### config.mk
export PLATFORM = sky130hd
export DESIGN_NAME = exint_select
export DESIGN_NICKNAME = d
export VERILOG_FILES = /design/src/hw/exint_select.v /design/src/hw/exint_channel.v
export VERILOG_INCLUDE_DIRS = /design/src /design/src/hw
export SDC_FILE = /design/constraint.sdc
export NUM_CORES = 1
export LEC_CHECK = 0
export BUFFER_PORTS_ARGS = -buffer_cell sky130_fd_sc_hd__buf_2
export CAP_MARGIN = 20
export CORE_MARGIN = 1
export CORE_UTILIZATION = 41
export DETAILED_ROUTE_END_ITERATION = 8
export HOLD_SLACK_MARGIN = 0.12
export SKIP_CTS_REPAIR_TIMING = 1
export SYNTH_ARGS = -nofsm -noshare
export SYNTH_HDL_FRONTEND = slang
export SYNTH_HIERARCHICAL = 1
export SYNTH_SLANG_ARGS = --single-unit
### constraint.sdc
create_clock -name CORE_CLK_I -period 3.3 [get_ports CORE_CLK_I]
set_input_delay 0.66 -clock CORE_CLK_I [delete_from_list [all_inputs] [get_ports CORE_CLK_I]]
set_output_delay 0.66 -clock CORE_CLK_I [all_outputs]
set_load 0.03 [all_outputs]
### src/hw/exint_defines.vh
`ifndef EXINT_DEFINES_VH
`define EXINT_DEFINES_VH
// ==========================================================
// register byte addresses
`define XPER3_IRQ_CONTROL_ADDR     16'hF19E
`define EXT_IRQ_EDGE_CONFIG_ADDR   16'hF1C0
`define EXT_IRQ_SOURCE_CONFIG_ADDR 16'hF1DA
`define IRQ_STATUS_ADDR            16'hF1E0
`define IRQ_MASK_ADDR              16'hF1E4
`define PD_STATUS_ADDR             16'hF1E8
// ==========================================================
// reset values
`define EDGE_CONFIG_RESET          16'h0000
`define SOURCE_CONFIG_RESET        16'h0000
`define XPER3_RESET                8'h00
`define IRQ_MASK_RESET             8'h00
// ==========================================================
// field positions of the control register
`define XPER3_FLAG_BIT             7
`define XPER3_ENABLE_BIT           6
`define PRIO_MSB                   5
`define PRIO_LSB                   2
`define GROUP_MSB                  1
`define GROUP_LSB                  0
// ==========================================================
// edge field codes
`define EDGE_STANDARD              2'h0
`define EDGE_RISING                2'h1
`define EDGE_FALLING               2'h2
`define EDGE_ANY                   2'h3
// source field codes
`define SRC_PIN                    2'h0
`define SRC_ALT                    2'h1
`define SRC_OR                     2'h2
`define SRC_AND                    2'h3
`endif

### src/hw/exint_select.v
`timescale 1ns/100ps
`default_nettype none
`include "exint_defines.vh"
// Function
// - edge code 00 is standard mode; input ignored for power-down.
// - code 01 requests on rising edge of selected input.
// - code 01 enters power-down only when input low, wakes on high.
// - code 10 requests on falling edge of selected input.
// - code 10 enters power-down only when input high, wakes on low.
// - code 11 requests on both edges.
// - code 11 always allows power-down, wakes on any level change.
// - edge register: eight 2-bit fields, channel x at 2x+1:2x, reset 0.
// - source field: 00 pin, 01 alternate, 10 OR, 11 AND.
// - control byte: flag 7, enable 6, priority 5:2, group 1:0, reset 0.
// - flag shows pending request; enable gates it into arbitration.
// - arbitration favours higher priority level, Fh highest.
// - equal priority ordered by group level, 3 highest.
module exint_select (
    input  wire        CORE_CLK_I,
    input  wire        RESET_N_I,
    input  wire        PSEL_I,
    input  wire        PENABLE_I,
    input  wire        PWRITE_I,
    input  wire [15:0] PADDR_I,
    input  wire [31:0] PWDATA_I,
    output reg  [31:0] PRDATA_O,
    output wire        PREADY_O,
    output wire        PSLVERR_O,
    input  wire [7:0]  PORT2_HIGH_I,
    input  wire        FIRST_CAN_RECEIVE_LINE_I,
    input  wire        SECOND_CAN_RECEIVE_LINE_I,
    input  wire        RTC_SECONDS_TICK_I,
    input  wire        RTC_ALARM_TICK_I,
    input  wire        PD_ENTRY_I,
    output reg  [7:0]  CHANNEL_REQUEST_O,
    output reg         PD_ALLOW_O,
    output reg         PD_WAKE_O,
    output reg         XPER3_ARB_REQUEST_O,
    output reg  [5:0]  XPER3_ARB_RANK_O,
    input  wire        XPER3_EVENT_I,
    input  wire        XPER3_ACK_I,
    output wire        IRQ_O
);
    localparam CHANNELS = 8;
    // ==========================================================
    // pin synchronisers
    reg  [7:0]  pin_s1_reg;
    reg  [7:0]  pin_s2_reg;
    reg  [3:0]  alt_s1_reg;
    reg  [3:0]  alt_s2_reg;
    wire [7:0]  alt_in;
    wire [7:0]  edge_pulse;
    wire [7:0]  pd_allow;
    wire [7:0]  pd_wake;
    reg  [15:0] ext_irq_edge_config_reg;
    reg  [15:0] ext_irq_source_config_reg;
    reg  [7:0]  xper3_irq_control_reg;
    reg  [7:0]  irq_status_reg;
    reg  [7:0]  irq_mask_reg;
    reg  [31:0] rdata_next;
    reg         addr_hit;
    wire        wr_en;
    wire        rd_en;

    always @(posedge CORE_CLK_I) begin
        if (!RESET_N_I) begin
            pin_s1_reg <= 8'h00;
            pin_s2_reg <= 8'h00;
            alt_s1_reg <= 4'h0;
            alt_s2_reg <= 4'h0;
        end else begin
            pin_s1_reg <= PORT2_HIGH_I;
            pin_s2_reg <= pin_s1_reg;
            alt_s1_reg <= {RTC_ALARM_TICK_I, RTC_SECONDS_TICK_I,
                           SECOND_CAN_RECEIVE_LINE_I,
                           FIRST_CAN_RECEIVE_LINE_I};
            alt_s2_reg <= alt_s1_reg;
        end
    end

    // unused alternates tied low
    assign alt_in = {4'h0, alt_s2_reg};

    // ==========================================================
    // channels
    genvar g;
    generate
        for (g = 0; g < CHANNELS; g = g + 1) begin : ch
            exint_channel u_ch (
                .clk_i        (CORE_CLK_I),
                .reset_n_i    (RESET_N_I),
                .pin_i        (pin_s2_reg[g]),
                .alt_i        (alt_in[g]),
                .edge_sel_i   (ext_irq_edge_config_reg[2*g+1:2*g]),
                .src_sel_i    (ext_irq_source_config_reg[2*g+1:2*g]),
                .pd_entry_i   (PD_ENTRY_I),
                .edge_pulse_o (edge_pulse[g]),
                .pd_allow_o   (pd_allow[g]),
                .pd_wake_o    (pd_wake[g])
            );
        end
    endgenerate

    // ==========================================================
    // apb decode
    assign PREADY_O  = 1'b1;
    assign wr_en = PSEL_I & PENABLE_I & PWRITE_I;
    assign rd_en = PSEL_I & ~PWRITE_I;
    // unmapped addresses answer with an error rather than silence
    assign PSLVERR_O = PSEL_I & PENABLE_I & ~addr_hit;

    always @* begin
        rdata_next = 32'h00000000;
        addr_hit   = 1'b1;
        if (PADDR_I == `EXT_IRQ_EDGE_CONFIG_ADDR) begin
            rdata_next = {16'h0000, ext_irq_edge_config_reg};
        end else if (PADDR_I == `EXT_IRQ_SOURCE_CONFIG_ADDR) begin
            rdata_next = {16'h0000, ext_irq_source_config_reg};
        end else if (PADDR_I == `XPER3_IRQ_CONTROL_ADDR) begin
            rdata_next = {24'h000000, xper3_irq_control_reg};
        end else if (PADDR_I == `IRQ_STATUS_ADDR) begin
            rdata_next = {24'h000000, irq_status_reg};
        end else if (PADDR_I == `IRQ_MASK_ADDR) begin
            rdata_next = {24'h000000, irq_mask_reg};
        end else if (PADDR_I == `PD_STATUS_ADDR) begin
            rdata_next = {16'h0000, pd_wake, pd_allow};
        end else begin
            addr_hit = 1'b0;
        end
    end

    // read data registered in setup, valid through access
    always @(posedge CORE_CLK_I) begin
        if (!RESET_N_I) begin
            PRDATA_O <= 32'h00000000;
        end else if (rd_en & ~PENABLE_I) begin
            PRDATA_O <= rdata_next;
        end
    end

    // ==========================================================
    // registers
    always @(posedge CORE_CLK_I) begin
        if (!RESET_N_I) begin
            ext_irq_edge_config_reg   <= `EDGE_CONFIG_RESET;
            ext_irq_source_config_reg <= `SOURCE_CONFIG_RESET;
            irq_mask_reg              <= `IRQ_MASK_RESET;
        end else if (wr_en) begin
            if (PADDR_I == `EXT_IRQ_EDGE_CONFIG_ADDR) begin
                ext_irq_edge_config_reg <= PWDATA_I[15:0];
            end else if (PADDR_I == `EXT_IRQ_SOURCE_CONFIG_ADDR) begin
                ext_irq_source_config_reg <= PWDATA_I[15:0];
            end else if (PADDR_I == `IRQ_MASK_ADDR) begin
                irq_mask_reg <= PWDATA_I[7:0];
            end
        end
    end

    // flag: hardware set beats software write and acknowledge
    always @(posedge CORE_CLK_I) begin
        if (!RESET_N_I) begin
            xper3_irq_control_reg <= `XPER3_RESET;
        end else begin
            if (wr_en && PADDR_I == `XPER3_IRQ_CONTROL_ADDR) begin
                xper3_irq_control_reg <= PWDATA_I[7:0];
            end else if (XPER3_ACK_I) begin
                xper3_irq_control_reg[`XPER3_FLAG_BIT] <= 1'b0;
            end
            if (XPER3_EVENT_I) begin
                xper3_irq_control_reg[`XPER3_FLAG_BIT] <= 1'b1;
            end
        end
    end

    // sticky channel status, write one to clear, set wins
    always @(posedge CORE_CLK_I) begin
        if (!RESET_N_I) begin
            irq_status_reg <= 8'h00;
        end else if (wr_en && PADDR_I == `IRQ_STATUS_ADDR) begin
            irq_status_reg <= (irq_status_reg & ~PWDATA_I[7:0])
                              | edge_pulse;
        end else begin
            irq_status_reg <= irq_status_reg | edge_pulse;
        end
    end

    assign IRQ_O = |(irq_status_reg & irq_mask_reg);

    // ==========================================================
    // outputs
    always @(posedge CORE_CLK_I) begin
        if (!RESET_N_I) begin
            CHANNEL_REQUEST_O   <= 8'h00;
            PD_ALLOW_O          <= 1'b1;
            PD_WAKE_O           <= 1'b0;
            XPER3_ARB_REQUEST_O <= 1'b0;
            XPER3_ARB_RANK_O    <= 6'h00;
        end else begin
            CHANNEL_REQUEST_O <= edge_pulse;
            PD_ALLOW_O        <= &pd_allow;
            PD_WAKE_O         <= |pd_wake;
            XPER3_ARB_REQUEST_O <=
                xper3_irq_control_reg[`XPER3_FLAG_BIT] &
                xper3_irq_control_reg[`XPER3_ENABLE_BIT];
            // priority in upper bits so it dominates group
            XPER3_ARB_RANK_O <= {
                xper3_irq_control_reg[`PRIO_MSB:`PRIO_LSB],
                xper3_irq_control_reg[`GROUP_MSB:`GROUP_LSB]};
        end
    end
endmodule
`default_nettype wire

### src/hw/exint_channel.v
`timescale 1ns/100ps
`default_nettype none
`include "exint_defines.vh"
// ==========================================================
// one channel: source mux, edge detect, power-down terms
module exint_channel (
    input  wire       clk_i,
    input  wire       reset_n_i,
    input  wire       pin_i,
    input  wire       alt_i,
    input  wire [1:0] edge_sel_i,
    input  wire [1:0] src_sel_i,
    input  wire       pd_entry_i,
    output wire       edge_pulse_o,
    output wire       pd_allow_o,
    output wire       pd_wake_o
);
    reg  sel_in;
    reg  prev_reg;
    reg  entry_level_reg;
    wire rise;
    wire fall;

    always @* begin
        case (src_sel_i)
            `SRC_PIN: sel_in = pin_i;
            `SRC_ALT: sel_in = alt_i;
            `SRC_OR:  sel_in = pin_i | alt_i;
            default:  sel_in = pin_i & alt_i;
        endcase
    end

    always @(posedge clk_i) begin
        if (!reset_n_i) begin
            prev_reg        <= 1'b0;
            entry_level_reg <= 1'b0;
        end else begin
            prev_reg <= sel_in;
            // level remembered while not in power-down
            if (!pd_entry_i) begin
                entry_level_reg <= sel_in;
            end
        end
    end

    assign rise = sel_in & ~prev_reg;
    assign fall = ~sel_in & prev_reg;

    assign edge_pulse_o =
        (edge_sel_i == `EDGE_RISING)  ? rise :
        (edge_sel_i == `EDGE_FALLING) ? fall :
        (edge_sel_i == `EDGE_ANY)     ? (rise | fall) :
        1'b0;

    assign pd_allow_o =
        (edge_sel_i == `EDGE_RISING)  ? ~sel_in :
        (edge_sel_i == `EDGE_FALLING) ? sel_in :
        1'b1;

    assign pd_wake_o = pd_entry_i & (
        (edge_sel_i == `EDGE_RISING)  ? sel_in :
        (edge_sel_i == `EDGE_FALLING) ? ~sel_in :
        (edge_sel_i == `EDGE_ANY)     ? (sel_in ^ entry_level_reg) :
        1'b0);
endmodule
`default_nettype wire

Word level (Yosys, flattened, before mapping)
Index checks and enable logic that the tools add are counted.
{ "totals": {"input_bits": 68, "regBits": 145, "word_cells": 263} }
{ "classes": {"n_eq_ne": 42, "reduce_logical": 21, "bitwise": 80, "muxes": 88} }
{ "ops": {"columns": ["op", "n"], "rows": [
  ["== test 16 bit (second input constant)", 6],
  ["two-way mux 16 bit", 6],
  ["two-way mux 1 bit", 77],
  ["== test 2 bit (second input constant)", 24],
  ["bitwise AND 1 bit", 34],
  ["== test 2 x 1 -> 1 bit (second input constant)", 12],
  ["NOT 1 bit", 21],
  ["bitwise AND 8 bit", 2],
  ["zero test 2 bit", 8],
  ["OR 8 bit", 2],
  ["OR reduction 8 bit", 2],
  ["OR 1 bit", 12],
  ["case mux 1 bit (3 select lines)", 4],
  ["two-way mux 8 bit", 1],
  ["NOT 8 bit", 1],
  ["AND reduction 8 bit", 1],
  ["OR reduction 2 bit", 4],
  ["bitwise XOR 1 bit", 8],
  ["AND reduction 4 bit", 1],
  ["AND reduction 3 bit", 1],
  ["nonzero test 3 bit", 1],
  ["logical AND 1 bit", 2],
  ["AND reduction 2 bit", 1]
]} }

Logic depth before layout (Yosys ltp)
Gate-level depths: netlist (run 1).
{ "depth": {"depth_word": 14, "ltp_mapped": 8, "depth_no_buf": 8} }

Cells and area by module
Netlist (run 1), hierarchy kept.
{ "modules_own_cells": {"columns": ["mod", "cells_each", "area_each_um2", "instances"], "rows": [
  ["exint_select", 516, 4695.8, 1],
  ["exint_channel", 24, 192.7, 8]
]} }

Worst setup path after synthesis (run 1)
No wires, ideal clock.
{ "synth_timing": {"path_type": "in2out", "from": "in PADDR_I[15]", "to": "out PSLVERR_O", "required_time_ns": 2.640, "setup_slack_ns": 0.106, "arrival_time_ns": 2.534, "path_stages": 5, "cell_sequence": "nand4_1 or4_1 buf_2 buf_2 nor4bb_1"} }
{ "synth_between": {"elab_chain_cells": 9, "elab_cells_between_ends": 14} }
{ "synth_lines": {"columns": ["element", "line_no", "source"], "rows": [
  ["from (decl)", "exint_select.v:24", "input wire [15:0] PADDR_I,"],
  ["== test 16 bit (no line)", null, null],
  ["two-way mux 1 bit", "exint_select.v:125", "end else if (PADDR_I == `PD_STATUS_ADDR) begin"],
  ["two-way mux 1 bit", "exint_select.v:123", "end else if (PADDR_I == `IRQ_MASK_ADDR) begin"],
  ["two-way mux 1 bit", "exint_select.v:121", "end else if (PADDR_I == `IRQ_STATUS_ADDR) begin"],
  ["two-way mux 1 bit", "exint_select.v:119", "end else if (PADDR_I == `XPER3_IRQ_CONTROL_ADDR) begin"],
  ["two-way mux 1 bit", "exint_select.v:117", "end else if (PADDR_I == `EXT_IRQ_SOURCE_CONFIG_ADDR) begin"],
  ["two-way mux 1 bit (*)", "exint_select.v:115", "if (PADDR_I == `EXT_IRQ_EDGE_CONFIG_ADDR) begin"],
  ["NOT 1 bit (*)", "exint_select.v:110", "assign PSLVERR_O = PSEL_I & PENABLE_I & ~addr_hit;"],
  ["bitwise AND 1 bit (*)", "exint_select.v:110", null],
  ["to (decl)", "exint_select.v:28", "output wire PSLVERR_O,"]
]} }
Mark *: on every way between the ends. The rest lies on a longest branch, timed or not.

Final worst setup path (run 1)
{ "layout_timing": {"from": "in PADDR_I[9]", "to": "out PSLVERR_O"} }
Same word-level chain as after synthesis.

==> results.md, run 1 <==
- Core ar.: 0.0147 mm^2
- R2r endpoint: PRDATA_O[6]
- Post-synthesis compound-gate area fraction: 0.223
- Initial antenna violation count: 0
- Yosys Warn Count: 6
- Vias in the first global route: ~5.2k
- Worst min path class: reg -> reg
- Hpwl dp: between 10,000 and 15,000 um
- Chip Height: around 130 um
- WP data required: approximately 2600 ps
- DRT iter0 DRCs: 385
- Area Overhead vs Synth: 19.0%
- Peak supply drop: between 0.3 and 0.4 mV
- Post-synthesis sequential area ratio: 0.414
- Main combinational cell family by area after synthesis: compound AO/OA/AOI/OAI gates
- Reg2reg path depth: 7
- Status: complete, but fails checks
- Total Routed Length: about 17,000 um
- Filler instances: roughly 1.4k
- Final GP Congestion: 0.839
- Placed cells: just under 1k
- Total Nets Final: slightly below 900
- Max_cap viols: 0
- Initial core utilization: 0.424
- RSZ-0062 raised after global routing: no
- First-pass GRT wire length: approximately 27,000 um
- Routed vias/inst: approximately 5.4
- CP Capture Point: PSLVERR_O
- Die Span X: 125 um
- Arrival time worst endpoint: 2460 ps
- Final Hold Viols: 0
- Final setup vio count: 0
- Reg-to-Reg Start: ext_irq_source_config_reg[12]
- Syn Area/Cell: roughly 9 um^2
- Via count: approximately 5.4k
- Detailed Routing Iterations Pass 1: 7
- DR DRC count: 8
- Mux cell area share after synthesis: 0.0385
- Ys flop type: dfxtp_1
- Mapped Area: around 0.0062 mm^2
- Worst-path clk slew: roughly 60 ps
- XOR/XNOR Fraction of Synth Area: 0.0112
- Clk_lat worst skew: around 420 ps
- EDFF count, synth: 0
- Max_slew headroom: 0.451
- Post-synthesis simple-gate area fraction: 0.210
- Cells after Synth: around 710
- DR WL/cell: between 15 and 20 um
- Clk buf depth: 2
- Min cycle time layout: approximately 3100 ps
- I/O Buffers: 86
- Leakage power: roughly 3.0 nW
- Largest net degree at the start of global routing: 72
- FMAX: around 0.32 GHz
- #FFs+latches synth: 129
- R2R setup slack: 1420 ps
- CP Launch Point: PADDR_I[9]
- CP Class: in -> out
- Max Clock Skew: 4.49 ps
- Diodes inserted: 0
- Ys async rst share: 0
- Layout Cells excl Fill: about 1,000
- Clk sinks: about 130
- Grt ovf: 0
- Setup TNS: 0 ps
- Adder-cell share of the synthesized area: 0.0321
- Die area: around 0.016 mm^2
- Clk Tree Root Cell: clkbuf_16
- CP Max Fanout: 9
- Gr usage total: 0.226
- Crit share post-route: 0.946
- Failing checks: design-rule violations
- Critical Path Start Type: primary input
- Ports: 120
- Max Slew Vio Count: 0
- Remaining antenna violation count: 0
- Num CTS Buffers: 17
- Crit path capture type: output port
- CTS tree: done
- Pwr dens: 503 mW/mm^2
- Site row count: 44
- H-tree depth: 4
- Transition time of the tightest slew-check pin: approximately 820 ps
- Synth cell types: 50
- Share of cells above drive strength 1: 0.198
==> where the power goes <==
group / total, mW / switching, mW / internal (mW)
sequential: 1.60 / 0.0138 / 1.58
clock: 1.93 / 0.710 / 1.22
combinational: 0.198 / 0.131 / 0.0677
total: 3.73 / 0.854 / 2.88
==> per-layer routing <==
layer  up-vias  part of all wire  global-route usage
li1       2598                 -                   -
met1      2581              0.46               0.295
met2       189              0.45               0.355
met3        30             0.068              0.0509
met4         0             0.020               0.102
met5         -                 0                   0
==> cell families (layout without fill, tap and decap cells) <==
kind of cell / count (synthesis) / count (layout)
DFF: 129 / 129
adders and majority gates: 16 / 16
other: 2 / 21
buffers and inverters: 90 / 173
and+or+nand+nor: 250 / 250
AOI/OAI and AO/OA: 189 / 189
muxes: 24 / 24
xor gates and xnor gates: 8 / 8
==> how the worst min path moves through the flow <==
stage                                from             to  slack [ps]  cells after the start
after floorplan             alt_s1_reg[0]  alt_s2_reg[0]         410                      1
after global routing      PORT2_HIGH_I[4]  pin_s1_reg[4]         430                      2
final                       pin_s1_reg[4]  pin_s2_reg[4]         430                      1
after global placement      alt_s1_reg[1]  alt_s2_reg[1]         410                      1
after detailed placement    pin_s1_reg[7]  pin_s2_reg[7]         420                      1
after CTS                 PORT2_HIGH_I[1]  pin_s1_reg[1]         430                      2
==> synthesized netlist by cell type (11+ instances only) <==
library cell | count | area (um^2)
nand2_1 | 122 | 458
mux2i_1 | 24 | 240
a21boi_1 | 20 | 150
and2_1 | 49 | 307
buf_4 | 18 | 135
dfxtp_1 | 129 | 2580
clkbuf_1 | 24 | 90.1
a22oi_1 | 12 | 90.1
inv_1 | 32 | 120
nor2_1 | 11 | 41.3
a21boi_0 | 43 | 323
o211ai_1 | 22 | 165
o21ai_0 | 24 | 120
nor2b_1 | 16 | 100
ha_1 | 16 | 200
a21oi_1 | 22 | 110
==> stage by stage <==
stage	utilization	hold slack (ps)	worst slack, ps	total power, mW	instance area [um^2]
2_1_floorplan	-	412	106	1.76	6310
3_3_place_gp	0.463	414	198	1.82	6810
3_5_place_dp	0.463	421	189	1.83	6810
4_1_cts	0.505	426	179	3.76	7420
5_1_grt	0.505	434	20.6	3.86	7420
6_report	0.505	433	179	3.73	7420
==> placed cells by master, fill, tap and decap left out, types with 17 or more instances in the layout <==
cell type,n
a21boi_1,20
dfxtp_1,129
o211ai_1,22
o21ai_0,24
a21boi_0,43
clkbuf_16,17
buf_2,85
inv_1,32
and2_1,49
conb_1,21
mux2i_1,24
a21oi_1,22
nand2_1,122
==> critical path, cell delays in order <==
cell	delay (ps)
buf_2	90
or4b_1	740
or4_1	600
nor4bb_1	170
buf_2	200
==> layout make-up <==
class | instances | area [um^2] | area share
Tap cell | 184 | 230 | 0.0310
Clock inverter | 13 | 161 | 0.0218
Sequential cell | 129 | 2580 | 0.348
Multi-Input combinational cell | 508 | 3290 | 0.443
Clock buffer | 19 | 453 | 0.0610
Timing Repair Buffer | 101 | 558 | 0.0752
Inverter | 40 | 150 | 0.0202
Power figures use the tool's default switching activity.
==> run 2: changes to the inputs <==
--- a/config.mk
+++ b/config.mk
@@ -8,12 +8,16 @@
 export LEC_CHECK = 0
 export BUFFER_PORTS_ARGS = -buffer_cell sky130_fd_sc_hd__buf_2
 export CAP_MARGIN = 20
+export CELL_PAD_IN_SITES_DETAIL_PLACEMENT = 1
+export CELL_PAD_IN_SITES_GLOBAL_PLACEMENT = 1
 export CORE_MARGIN = 1
-export CORE_UTILIZATION = 41
+export CORE_UTILIZATION = 38
 export DETAILED_ROUTE_END_ITERATION = 8
 export HOLD_SLACK_MARGIN = 0.12
+export PLACE_DENSITY_LB_ADDON = 0.1
 export SKIP_CTS_REPAIR_TIMING = 1
 export SYNTH_ARGS = -nofsm -noshare
 export SYNTH_HDL_FRONTEND = slang
 export SYNTH_HIERARCHICAL = 1
 export SYNTH_SLANG_ARGS = --single-unit
+export TNS_END_PERCENT = 50
==> constraint.sdc (replaced) <==
create_clock -name CORE_CLK_I -period 2.8 [get_ports CORE_CLK_I]
set_input_delay 0.56 -clock CORE_CLK_I [delete_from_list [all_inputs] [get_ports CORE_CLK_I]]
set_output_delay 0.56 -clock CORE_CLK_I [all_outputs]
set_load 0.03 [all_outputs]
==> run 2 against run 1 <==
Compared with the run above: the run now ends clean; setup slack worse by 120 ps; combinational power rose by 23%; first-iteration DRC count down 22%; critical path depth up 1; cell area up 2.1%; clock-buffer cell count up 8; utilization fell by 3.0 points; largest power group unchanged; sequential cell count did not move.
==> results.md, run 2 (synthesis gave the netlist of run 1 again) <==
- Detailed Routing Iterations Pass 1: 5 (-2)
- Clk Tree Root Cell: clkbuf_16
- DR DRC count: 0 (-8)
- Worst-path clk slew: 50 ps (about the same)
- NetSw: 0.971 mW (+14%)
- CP Launch Point: PADDR_I[9]
- Leakage power: 3.04 nW (+2.5%)
- Transition time of the tightest slew-check pin: 497 ps (-325 ps)
- Critical Path Start Type: primary input
- Reg-to-Reg Start: pin_s2_reg[6]
- Crit share post-route: 0.977
- Max Slew Vio Count: 0 (unchanged)
- Remaining antenna violation count: 0 (unchanged)
- Max_slew headroom: 0.659 (+0.208)
- Die Span X: 130 um (+3.8%)
- Initial antenna violation count: 0 (unchanged)
- Clk buf depth: 2 (unchanged)
- Total Nets Final: 895 (+1.6%)
- DR WL/cell: 18.6 um (+9.5%)
- Site row count: 46 (+4.5%)
- WP data required: 2240 ps (-400 ps)
- H-tree depth: 4 (unchanged)
- Ports: 120 (unchanged)
- Filler instances: 1,932 (+37%)
- Routed vias/inst: 5.30 (-2.5%)
- Clk_lat worst skew: 420 ps (about the same)
- Via count: 5,508 (+2.0%)
- Hold slack: 341 ps (-92.2 ps)
- Peak-usage layer in the global routing report: met2
- Max Clock Skew: 5.72 ps (+1.23 ps)
- Hpwl dp: 14,000 um (+19%)
- CP Max Fanout: 5 (-4)
- First-pass GRT wire length: 29,900 um (+9.0%)
- Clock network fraction of total power: 0.508 (-0.010)
- Reg power frac: 0.436 (+0.008)
- DRT iter0 DRCs: 302 (-22%)
- Chip Height: 130 um (+3.8%)
- Core ar.: 0.0159 mm^2 (+8.5%)
- Most frequent cells in the layout: dfxtp_1 (129), nand2_1 (122), buf_2 (85)
- Min cycle time layout: around 2700 ps
- Arrival time worst endpoint: 2180 ps (-280 ps)
- RSZ-0062 raised after global routing: no
- Area taken by multi-input logic gates: 0.00331 mm^2 (+0.69%)
- CP Class: in -> out
- Crit path capture type: output port
- Grt ovf: 0 (unchanged)
- Area Overhead vs Synth: 21.5%
- Vias in the first global route: 5,475 (+5.2%)
- Worst min path class: in -> reg
- FMAX: ~0.37 GHz
- Final Hold Viols: 0 (unchanged)
- Initial core utilization: 0.391 (-0.0331)
- Peak supply drop: 0.462 mV (+33%)
- Num CTS Buffers: 17 (unchanged)
- Gr usage total: 0.240 (+0.0146)
- Met3 Track Usage GR: 0.0447 (-0.00623)
- R2r endpoint: PRDATA_O[6]
- Die area: 0.0169 mm^2 (+7.8%)
- Diodes inserted: 0 (unchanged)
- Setup TNS: 0 ps (unchanged)
- Largest net degree at the start of global routing: 44 (-39%)
- Total Routed Length: 19,300 um (+15%)
- Commonest non-fill, non-tap cell in the layout: dfxtp_1
- CTS tree: done
- FF/Latch Area: 0.00258 mm^2 (unchanged)
- R2R setup slack: 840 ps (-580 ps)
- Clk sinks: 129 (unchanged)
- Reg2reg path depth: 7 (unchanged)
- CP Capture Point: PSLVERR_O
- Max_cap viols: 0 (unchanged)
- Share of cells above drive strength 1: 0.208 (+0.00999)
- Final setup vio count: 0 (unchanged)
- Final GP Congestion: 0.815 (-2.9%)
- Pint: 3.35 mW (+17%)
- Combinational fraction of design power: 0.056 (+0.003)
- I/O Buffers: 86 (unchanged)
- Switching Fraction: 0.225 (-0.00440)
- Pwr dens: 571 mW/mm^2 (+14%)
- Status: completed
- GR Util met1: 0.328 (+0.0327)
- Met2 usage: 0.368 (+0.0130)
run 2: worst min-delay path by stage:
| stage | end | cells after the start | slack (ps) | start |
|---|---|---|---|---|
| 3_5_place_dp | pin_s2_reg[3] | 1 | 420 | pin_s1_reg[3] |
| 6_report | alt_s1_reg[2] | 2 | 340 | RTC_SECONDS_TICK_I |
| 5_1_grt | alt_s1_reg[2] | 2 | 330 | RTC_SECONDS_TICK_I |
| 2_1_floorplan | alt_s2_reg[0] | 1 | 410 | alt_s1_reg[0] |
| 4_1_cts | alt_s1_reg[2] | 2 | 330 | RTC_SECONDS_TICK_I |
| 3_3_place_gp | pin_s2_reg[2] | 1 | 420 | pin_s1_reg[2] |
run 2: per-stage QoR:
| step | worst slack, ps | area, um^2 | instances | util | total power [mW] |
|---|---|---|---|---|---|
| after floorplan | 6.89 | 6340 | 727 | - | 2.08 |
| after global placement | 94.6 | 7000 | 1008 | 0.439 | 2.16 |
| after detailed placement | 52.1 | 7000 | 1008 | 0.439 | 2.17 |
| after CTS | 47.6 | 7580 | 1040 | 0.475 | 4.36 |
| after global routing | 23.3 | 7580 | 1040 | 0.475 | 4.49 |
| final | 63.3 | 7580 | 1040 | 0.475 | 4.33 |
run 2: layer usage:
metal / part of all wire / up-vias / routed length, um
met5: 0 / - / 0
met4: 0.029 / 0 / 554
met3: 0.048 / 40 / 935
met2: 0.45 / 153 / 8730
met1: 0.47 / 2680 / 9070
li1: - / 2635 / -
run 2: power by group through the flow:
stage	registers, mW	logic [mW]	clock network (mW)
global route	1.89	0.268	2.34
global placement	1.92	0.235	0
finish	1.88	0.244	2.20
floorplan	1.93	0.148	0
detailed placement	1.92	0.244	0
CTS	1.88	0.245	2.23
run 2: final cells by class:
| cell class | count | area share |
|---|---|---|
| clock buffer | 27 | 0.0664 |
| clock inverter | 5 | 0.00991 |
| inverter | 40 | 0.0198 |
| timing repair buffer | 115 | 0.0908 |
| tap | 216 | 0.0357 |
| sequential | 129 | 0.341 |
| multi-input combinational | 508 | 0.437 |
run 2: worst max-delay path: stages:
cell,delay [ps]
buf_2,100
or4b_4,560
or4_1,580
nand2_1,140
nor4bb_4,50
buf_2,180
